<file path="src/sps_pkg.sv">
package sps_pkg;
   // ==========================================
   // sizes and reset values
   localparam int STAGES = 8;
   localparam logic [7:0] STAGE_RESET = 8'h00;
   localparam int SYNC_DEPTH = 3;
   localparam int FIFO_DEPTH = 8;
   typedef logic [STAGES-1:0] sps_word_t;
endpackage

</file>
<file path="src/sps_fifo_if.sv">
`timescale 1ns/1ps
interface sps_fifo_if #(parameter int WIDTH = 8) ();
   logic [WIDTH-1:0] in_data;
   logic in_valid;
   logic in_ready;
   logic [WIDTH-1:0] out_data;
   logic out_valid;
   logic out_ready;
   modport fill (output in_data, output in_valid, input in_ready,
      input out_data, input out_valid, output out_ready);
   modport store (input in_data, input in_valid, output in_ready,
      output out_data, output out_valid, input out_ready);
endinterface

</file>
<file path="src/sps_fifo.sv">
`timescale 1ns/1ps
module sps_fifo #(
   parameter int WIDTH = 8,
   parameter int DEPTH = 8
) (
   input wire logic clk,
   input wire logic rst_b,
   sps_fifo_if.store port
);
   localparam int AW = $clog2(DEPTH);
   // pointer wrap bit only works for power-of-two depths
   if (DEPTH < 2 || (1 << AW) != DEPTH) begin : g_bad_depth
      $error("fifo depth must be a power of two of at least two");
   end
   logic [WIDTH-1:0] mem [DEPTH];
   logic [AW:0] wr_ptr;
   logic [AW:0] rd_ptr;
   logic full;
   logic empty;
   assign full = (wr_ptr[AW] != rd_ptr[AW]) && (wr_ptr[AW-1:0] == rd_ptr[AW-1:0]);
   assign empty = (wr_ptr == rd_ptr);
   assign port.in_ready = !full;
   assign port.out_valid = !empty;
   assign port.out_data = mem[rd_ptr[AW-1:0]];
   always_ff @(posedge clk) begin
      if (!rst_b) begin
         wr_ptr <= '0;
      end else if (port.in_valid && !full) begin
         wr_ptr <= wr_ptr + 1'b1;
      end
   end
   always_ff @(posedge clk) begin
      if (port.in_valid && !full) begin
         mem[wr_ptr[AW-1:0]] <= port.in_data;
      end
   end
   always_ff @(posedge clk) begin
      if (!rst_b) begin
         rd_ptr <= '0;
      end else if (port.out_ready && !empty) begin
         rd_ptr <= rd_ptr + 1'b1;
      end
   end
endmodule

</file>
<file path="src/sps_shifter.sv">
`timescale 1ns/1ps
module sps_shifter #(
   parameter int STAGE_COUNT = sps_pkg::STAGES
) (
   input wire logic clk,
   input wire logic rst_b,
   input wire logic shift_clock,
   input wire logic clear_n,
   input wire logic serial_in_a,
   input wire logic serial_in_b,
   output logic [STAGE_COUNT-1:0] parallel_out,
   output logic stage_out_first,
   output logic [STAGE_COUNT-1:0] snap_data,
   output logic snap_valid,
   input wire logic snap_ready
);
   import sps_pkg::*;
   // chain word type and checks are fixed to the package width
   if (STAGE_COUNT != STAGES) begin : g_bad_count
      $error("stage count must match the package width");
   end

   // ==========================================
   // pin synchronisers, three flops each
   logic [SYNC_DEPTH-1:0] sync_clk;
   logic [SYNC_DEPTH-1:0] sync_clr;
   logic [SYNC_DEPTH-1:0] sync_a;
   logic [SYNC_DEPTH-1:0] sync_b;
   logic clk_level;
   logic clr_level;
   always_ff @(posedge clk) begin
      if (!rst_b) begin
         sync_clk <= '0;
         sync_clr <= '0;
         sync_a <= '0;
         sync_b <= '0;
      end else begin
         sync_clk <= {sync_clk[1:0], shift_clock};
         sync_clr <= {sync_clr[1:0], clear_n};
         sync_a <= {sync_a[1:0], serial_in_a};
         sync_b <= {sync_b[1:0], serial_in_b};
      end
   end
   // a change counts once the second and third flops agree
   always_ff @(posedge clk) begin
      if (!rst_b) begin
         clk_level <= 1'b0;
         clr_level <= 1'b0;
      end else begin
         if (sync_clk[1] == sync_clk[2]) begin
            clk_level <= sync_clk[2];
         end
         if (sync_clr[1] == sync_clr[2]) begin
            clr_level <= sync_clr[2];
         end
      end
   end
   // data is sampled a cycle behind the edge, like a hold window
   logic clk_prev;
   logic rise;
   always_ff @(posedge clk) begin
      if (!rst_b) begin
         clk_prev <= 1'b0;
      end else begin
         clk_prev <= clk_level;
      end
   end
   assign rise = clk_level && !clk_prev;

   // ==========================================
   // shift chain
   // clear taken straight from the third flop too, so it acts without the
   // agree filter delay; clear is level so the filter buys nothing here
   logic clear_now;
   assign clear_now = !sync_clr[2] || !clr_level;
   sps_word_t stage;
   sps_word_t next_stage;
   always_comb begin
      next_stage = stage;
      if (clear_now) begin
         next_stage = STAGE_RESET;
      end else if (rise) begin
         next_stage = {stage[STAGES-2:0], sync_a[2] & sync_b[2]};
      end
   end
   always_ff @(posedge clk) begin
      if (!rst_b) begin
         stage <= STAGE_RESET;
      end else begin
         stage <= next_stage;
      end
   end
   assign parallel_out = stage;
   assign stage_out_first = stage[0];

   // ==========================================
   // each shift pushes the new word; while the fifo is full it waits in snap_data and the next shift overwrites it, the chain never waits
   always_ff @(posedge clk) begin
      if (!rst_b) begin
         snap_valid <= 1'b0;
         snap_data <= STAGE_RESET;
      end else if (!clear_now && rise) begin
         snap_valid <= 1'b1;
         snap_data <= next_stage;
      end else if (snap_ready) begin
         snap_valid <= 1'b0;
      end
   end

   a_clear_zero: assert property (@(posedge clk) disable iff (!rst_b)
      clear_now |=> stage == STAGE_RESET) else $error("clear did not zero");
   a_clear_hold: assert property (@(posedge clk) disable iff (!rst_b)
      clear_now && rise |=> stage == 8'h00) else $error("edge moved chain in clear");
   a_shift_move: assert property (@(posedge clk) disable iff (!rst_b)
      !clear_now && rise |=> stage[7:1] == $past(stage[6:0])) else $error("bad shift");
   a_first_and: assert property (@(posedge clk) disable iff (!rst_b)
      !clear_now && rise |=> stage[0] == $past(sync_a[2] & sync_b[2]))
      else $error("bad first stage");
   a_idle_keep: assert property (@(posedge clk) disable iff (!rst_b)
      !clear_now && !rise |=> $stable(stage)) else $error("chain moved without edge");
   a_edge_only: assert property (@(posedge clk) disable iff (!rst_b)
      !$stable(stage) |-> $past(clear_now || rise)) else $error("change without cause");
   a_par_view: assert property (@(posedge clk) disable iff (!rst_b)
      stage_out_first == parallel_out[0]) else $error("first stage view mismatch");
   a_snap_push: assert property (@(posedge clk) disable iff (!rst_b)
      !clear_now && rise |=> snap_valid && snap_data == stage) else $error("no push");
endmodule

</file>
<file path="src/sps_top.sv">
`timescale 1ns/1ps
module sps_top (
   input wire logic clk,
   input wire logic rst_b,
   input wire logic shift_clock,
   input wire logic clear_n,
   input wire logic serial_in_a,
   input wire logic serial_in_b,
   output logic [sps_pkg::STAGES-1:0] parallel_out,
   output logic stage_out_first,
   output logic [sps_pkg::STAGES-1:0] word_data,
   output logic word_valid,
   input wire logic word_ready
);
   import sps_pkg::*;
   sps_fifo_if #(.WIDTH(STAGES)) link ();
   sps_word_t par;
   logic first;
   sps_shifter #(.STAGE_COUNT(STAGES)) u_shift (
      .clk(clk),
      .rst_b(rst_b),
      .shift_clock(shift_clock),
      .clear_n(clear_n),
      .serial_in_a(serial_in_a),
      .serial_in_b(serial_in_b),
      .parallel_out(par),
      .stage_out_first(first),
      .snap_data(link.in_data),
      .snap_valid(link.in_valid),
      .snap_ready(link.in_ready)
   );
   sps_fifo #(.WIDTH(STAGES), .DEPTH(FIFO_DEPTH)) u_fifo (
      .clk(clk),
      .rst_b(rst_b),
      .port(link.store)
   );
   // outputs registered; the fifo head moves into a one-word output slot
   assign link.out_ready = !word_valid || word_ready;
   always_ff @(posedge clk) begin
      if (!rst_b) begin
         parallel_out <= STAGE_RESET;
         stage_out_first <= 1'b0;
         word_valid <= 1'b0;
         word_data <= STAGE_RESET;
      end else begin
         parallel_out <= par;
         stage_out_first <= first;
         if (link.out_ready) begin
            word_valid <= link.out_valid;
            word_data <= link.out_data;
         end
      end
   end
endmodule

</file>
<file path="config.mk">
export PLATFORM = sky130hd
export DESIGN_NAME = sps_top
export DESIGN_NICKNAME = d
export VERILOG_FILES = /design/src/sps_pkg.sv /design/src/sps_fifo_if.sv /design/src/sps_fifo.sv /design/src/sps_shifter.sv /design/src/sps_top.sv
export SDC_FILE = /design/constraint.sdc
export NUM_CORES = 1
export LEC_CHECK = 0
export BUFFER_PORTS_ARGS = -buffer_cell sky130_fd_sc_hd__buf_2
export CAP_MARGIN = 20
export CELL_PAD_IN_SITES_DETAIL_PLACEMENT = 2
export CELL_PAD_IN_SITES_GLOBAL_PLACEMENT = 2
export CORE_MARGIN = 5
export CORE_UTILIZATION = 35
export DETAILED_ROUTE_END_ITERATION = 8
export GPL_TIMING_DRIVEN = 0
export PLACE_DENSITY_LB_ADDON = 0.1
export SLEW_MARGIN = 40
export SYNTH_ARGS = -nofsm -noshare
export SYNTH_HDL_FRONTEND = slang
export SYNTH_SLANG_ARGS = --single-unit
export TNS_END_PERCENT = 30
</file>
<file path="constraint.sdc">
create_clock -name clk -period 2.2 [get_ports clk]
set_input_delay 0.44 -clock clk [delete_from_list [all_inputs] [get_ports clk]]
set_output_delay 0.44 -clock clk [all_outputs]
set_load 0.01 [all_outputs]
</file>
; ---- Yosys cells after proc, flatten, opt, wreduce, memory -nomap -nowiden
; Memory sizes are Yosys's and may differ from the RTL's. A register that Yosys moved wholly into a read port is not among the register bits.
; Index checks and enable logic that the tools add are counted.
; Widths: inputs -> output; s select.
[word_totals]
mem_bits_rw = 64
word_cells = 46
in_bits = 7
reg_bits = 50
output_inout_bits = 18
memories = 1
[classes]
bitwise_logic = 1
addsub = 2
n_eq_ne = 6
reduce_logical = 15
n_mux = 6
[mem_list]
columns = memory, words, word_bits, read_ports, rd_clocked_by_memory_dff, wr, line_no
row1 = u_fifo.mem, 8, 8, 1, 1, 1, sps_fifo.sv:15  ; logic [WIDTH-1:0] mem [DEPTH];
[ops]
columns = op, count
row1 = $mux 8, 2
row2 = $add 4x1->4 const B, 2
row3 = $logic_not 1->1, 8
row4 = $logic_and 1x1->1, 5
row5 = $eq 4x4->1, 1
row6 = $mux 1, 4
row7 = $eq 3x3->1, 1
row8 = $eq 1x1->1, 2
row9 = $logic_or 1x1->1, 2
row10 = $ne 2x2->1 const B, 1
row11 = $and 1x1->1, 1
row12 = $ne 1x1->1, 1

; ---- Logic depth before layout (Yosys ltp)
[depth]
ltp_word = 6
ltp_mapped = 6
depth_no_buf = 4

; ---- Hierarchy
; From an unflattened synthesis, not the netlist that was laid out.
[unflattened]
cells_unflattened = 349
area_unflattened_um2 = 4998.5
[by_module_without_submodules]
columns = mod, n_inst, area_each_um2, seq_area_each_um2, cells_per_inst
row1 = sps_fifo, 1, 3260.6, 2142.1, 179
row2 = sps_shifter, 1, 1117.3, 640.6, 112
row3 = sps_top, 1, 620.6, 360.3, 58

; ---- Least setup slack after synthesis
; No wires, ideal clock.
[synth_path]
path_type = reg2reg
from = register u_fifo.rd_ptr[0]
to = memory u_fifo.mem[1][0] (enable)
required_time_ns = 1.802
path_buffers = 1
stages_incl_launch_ff = 5
arrival_ns = 1.832
period_less_slack_ns = 2.229
slack_ns = -0.029
setup_ns = 0.398
path_cell_list = dfxtp_1 buf_2 xor2_2 o41ai_4 nor4b_1
[synth_via]
elab_chain_len = 6
[synth_rtl]
columns = element, line_no
row1 = "start, declared", sps_fifo.sv:17  ; logic [AW:0] rd_ptr;
row2 = "start signal, assigned", sps_fifo.sv:41  ; rd_ptr <= rd_ptr + 1'b1;
row3 = $eq 3x3->1, sps_fifo.sv:20  ; assign full = (wr_ptr[AW] != rd_ptr[AW]) && (wr_ptr[AW-1:0] == rd_ptr[AW-1:0]);
row4 = $logic_and 1x1->1, sps_fifo.sv:20
row5 = $logic_not 1->1, -
row6 = $logic_and 1x1->1, sps_fifo.sv:33  ; if (port.in_valid && !full) begin
row7 = $mux 1, sps_fifo.sv:33
row8 = $mux 1 (not written as such), sps_fifo.sv:34  ; mem[wr_ptr[AW-1:0]] <= port.in_data;
row9 = "end, declared", sps_fifo.sv:15
; No other way between the ends.

; ---- Final worst setup path
[layout_path]
from = register u_fifo.rd_ptr[0]
to = memory u_fifo.mem[7][5] (enable)
; The elaborated chain is that of the path after synthesis.

==> metrics.csv <==
stage,metric,value,unit
worst_setup_path,critPathBufInv,1,
worst_setup_path,cp_max_fo,8,
worst_setup_path,r2r-start,u_fifo.rd_ptr[0]$_SDFFE_PN0P_,
clock_network,cts.sinks,121,
global_route,grt_max_degree,17,
routing,wl_per_cell,18.82,um
synth,yosysTopAreaCell,edfxtp_1,
global_route,use_met3,3.774,%
synth,synth_edf_count,64,
global_route,grt_use_met1,18.26,%
synth,async_flop_share,0,%
worst_hold_path,min_to,u_shift.sync_clk[0]$_SDFF_PN0_,
run,drv_cap,0,
sta,slew_headroom,42.23,%
worst_hold_path,hp-start,shift_clock,
synth,synth_top_area_share,41.74,%
sta,fin_crit,2.078,ns
routing,drc,0,
synth,ys_ff_latch,121,
die,fp-row-count,42,
synth,synth_area_leaders,"edfxtp_1 (42%), dfxtp_1 (25%), mux2_2 (3.9%)",
synth,yosys_warnings,0,
placement,place.gp.congestion,0.7364,
sta,fin_crit_sh,94.46,%
clock_network,cts_buffers,17,
die,die_w,124.7,um
synth,synthesis.area,4604,um2
die,core,13090,um2
finish,area_growth,23.72,%
routing,drt_wl_total,11110,um
global_route,top_usage_layer,met2,
placement,port_buffers,24,
placement,dp.final_hpwl,7735,um
finish,final_net_count,410,
worst_hold_path,hold_depth,2,
sta,drv_slew,0,
finish,layout-drive-gt1-share,24.40,%
sta,fmax,481.2,MHz
worst_hold_path,min_path_type,in -> reg,
global_route,grt_use_total,15.26,%
sta,finalSetupViolations,0,
worst_setup_path,worst_path_max_delay_cell,nor2_1,
sta,fin_skew,0.009596,ns
finish,final_common_cell,edfxtp_1,
synth,ys_seq_area_share,66.52,%
sta,final.setup.tns,0,ns
synth,syn_nets,361,
pwr,cellLeakagePower,0.002001,uW
synth,synthFlopType,edfxtp_1,
die,dieArea,15550,um2
worst_setup_path,slowest_delay,0.68,ns
die,die_h,124.7,um
worst_setup_path,cp.arrival,2.11,ns
worst_setup_path,required,2.23,ns
routing,vias,2900,
pwr,vdd_drop_max,0.5150,mV
global_route,antenna_found_initial,0,
routing,dr.pass1.iters,4,
die,start_util,35.19,%
global_route,grt_pass1_wl,18000,um
global_route,grt_pass1_vias,3234,
finish,final_cell_mix,"edfxtp_1 (64), dfxtp_1 (57), nand2_1 (41)",
global_route,use_met2,26.11,%
finish,num-fill-cells,1302,
pwr,power.density,998.2,nW/um2
finish,multiInputGateArea,1495,um2
synth,syn_inst,352,
worst_setup_path,r2r_cells,4,
sta,tightest_slew,0.8633,ns
finish,register_area,3063,um2
sta,timing.final.hold_violations,0,
clock_network,clk_pin_slew,0.05,ns
worst_setup_path,end_kind,register,
worst_setup_path,rr_endpoint,u_fifo.mem[7][5]$_DFFE_PP_,
global_route,overflow,0,
synth,synth_cell_types,42,
die,io_pins,25,
worst_setup_path,cp_top_family,simple AND/OR/NAND/NOR gates,
routing,antenna_left,0,
worst_setup_path,r2r_slack,0.12,ns
finish,antenna_cells,0,
synth,syn_avg_cell_area,13.08,um2
routing,routed_via_density,4.915,
clock_network,cts_tree,built,
sta,hold-worst-slack,0.2350,ns
clock_network,cts_root_buf,clkbuf_16,
clock_network,insertion_delay,0.41,ns
clock_network,cts_max_level,4,
worst_setup_path,crit_path_start_kind,register,
status,run_status,completed,
routing,drtIter0Drc,154,
worst_setup_path,path_class,reg -> reg,
worst_setup_path,path_cells,buf_2 > xor2_2 > nor4_4 > nor2_1,
clock_network,clockBufferDepth,2,
==> cell type report <==
cell class,count,share of cell area [%]
Sequential cell,121,53.77
Multi-Input combinational cell,209,26.25
Clock buffer,28,10.19
Tap cell,176,3.866
Timing Repair Buffer,30,2.943
Buffer,20,1.999
Clock inverter,4,0.8566
Inverter,2,0.1318
==> per-layer routing <==
metal  vias to the layer above  part of all wire (%)
li1                       1380                     -
met1                      1471                    43
met5                         -                     0
met2                        33                    53
met3                        16                   2.2
met4                         0                   1.8
==> power by group <==
group          switching, uW  internal [uW]
clock network            955           1910
logic                    246            138
registers               29.2           2410
total                   1230           4460
==> logic make-up after synthesis <==
| kind of cell | after synthesis | share of synthesized area, % |
|---|---|---|
| AOI/OAI and AO/OA | 65 | 9.131 |
| muxes | 32 | 7.391 |
| xor gates and xnor gates | 9 | 2.609 |
| and+or+nand+nor | 101 | 11.17 |
| buffers and inverters | 22 | 2.636 |
| DFF | 121 | 66.52 |
| adders and majority gates | 2 | 0.5434 |
==> state kept, by name, summed over array words and instances (netlist names) <==
| signal | flops |
|---|---|
| u_fifo.rd_ptr | 4 |
| u_shift.sync_clr | 3 |
| u_shift.sync_b | 3 |
| u_shift.clr_level | 1 |
| u_shift.sync_a | 3 |
| u_shift.snap_data | 8 |
| u_shift.clk_level | 1 |
| u_fifo.mem | 64 |
| word_valid | 1 |
| u_shift.parallel_out | 8 |
| u_shift.clk_prev | 1 |
| parallel_out | 8 |
| u_shift.sync_clk | 3 |
| word_data | 8 |
| u_fifo.wr_ptr | 4 |
| u_shift.snap_valid | 1 |
==> through the flow <==
step           worst slack, ns  total power [uW]  cell area, um2  util [%]  std cells
2_1_floorplan         -0.01132              2717            4611         -        352
3_3_place_gp            -1.079              2867            4951     37.84        552
3_5_place_dp          -0.01599              2875            5015     38.32        557
4_1_cts               0.008303              5772            5653     43.20        589
5_1_grt               -0.01240              5922            5697     43.54        590
6_report                0.1219              5686            5697     43.54        590
==> cells in the mapped netlist (8+ instances only) <==
library cell,instances
dfxtp_1,57
mux2_2,16
mux2i_1,16
and2_1,22
o221ai_1,8
edfxtp_1,64
nand2_1,41
a22oi_1,8
a21oi_1,25
o21ai_0,13
==> worst max path at each step <==
stage | cells past startpoint | endpoint | from | slack, ns
after detailed placement | 6 | u_fifo.mem[5][1]$_DFFE_PP_ | u_fifo.wr_ptr[1]$_SDFFE_PN0P_ | -0.02
after global routing | 4 | u_fifo.mem[7][5]$_DFFE_PP_ | u_fifo.rd_ptr[0]$_SDFFE_PN0P_ | -0.01
after CTS | 4 | u_fifo.mem[1][5]$_DFFE_PP_ | u_fifo.rd_ptr[0]$_SDFFE_PN0P_ | 0.008
final | 4 | u_fifo.mem[7][5]$_DFFE_PP_ | u_fifo.rd_ptr[0]$_SDFFE_PN0P_ | 0.12
after floorplan | 4 | u_fifo.mem[5][0]$_DFFE_PP_ | u_fifo.rd_ptr[0]$_SDFFE_PN0P_ | -0.01
after global placement | 4 | u_fifo.mem[5][1]$_DFFE_PP_ | u_fifo.rd_ptr[0]$_SDFFE_PN0P_ | -1.08
==> what timing repair did <==
action,4_1_cts,5_1_grt
gates resized for setup,1,1
gates cloned,0,0
endpoints found under the hold margin,0,0
endpoints found under the setup margin,12,12
hold buffers,0,0
pin swaps,0,1
buffers inserted,0,1
Power figures use the tool's default switching activity.
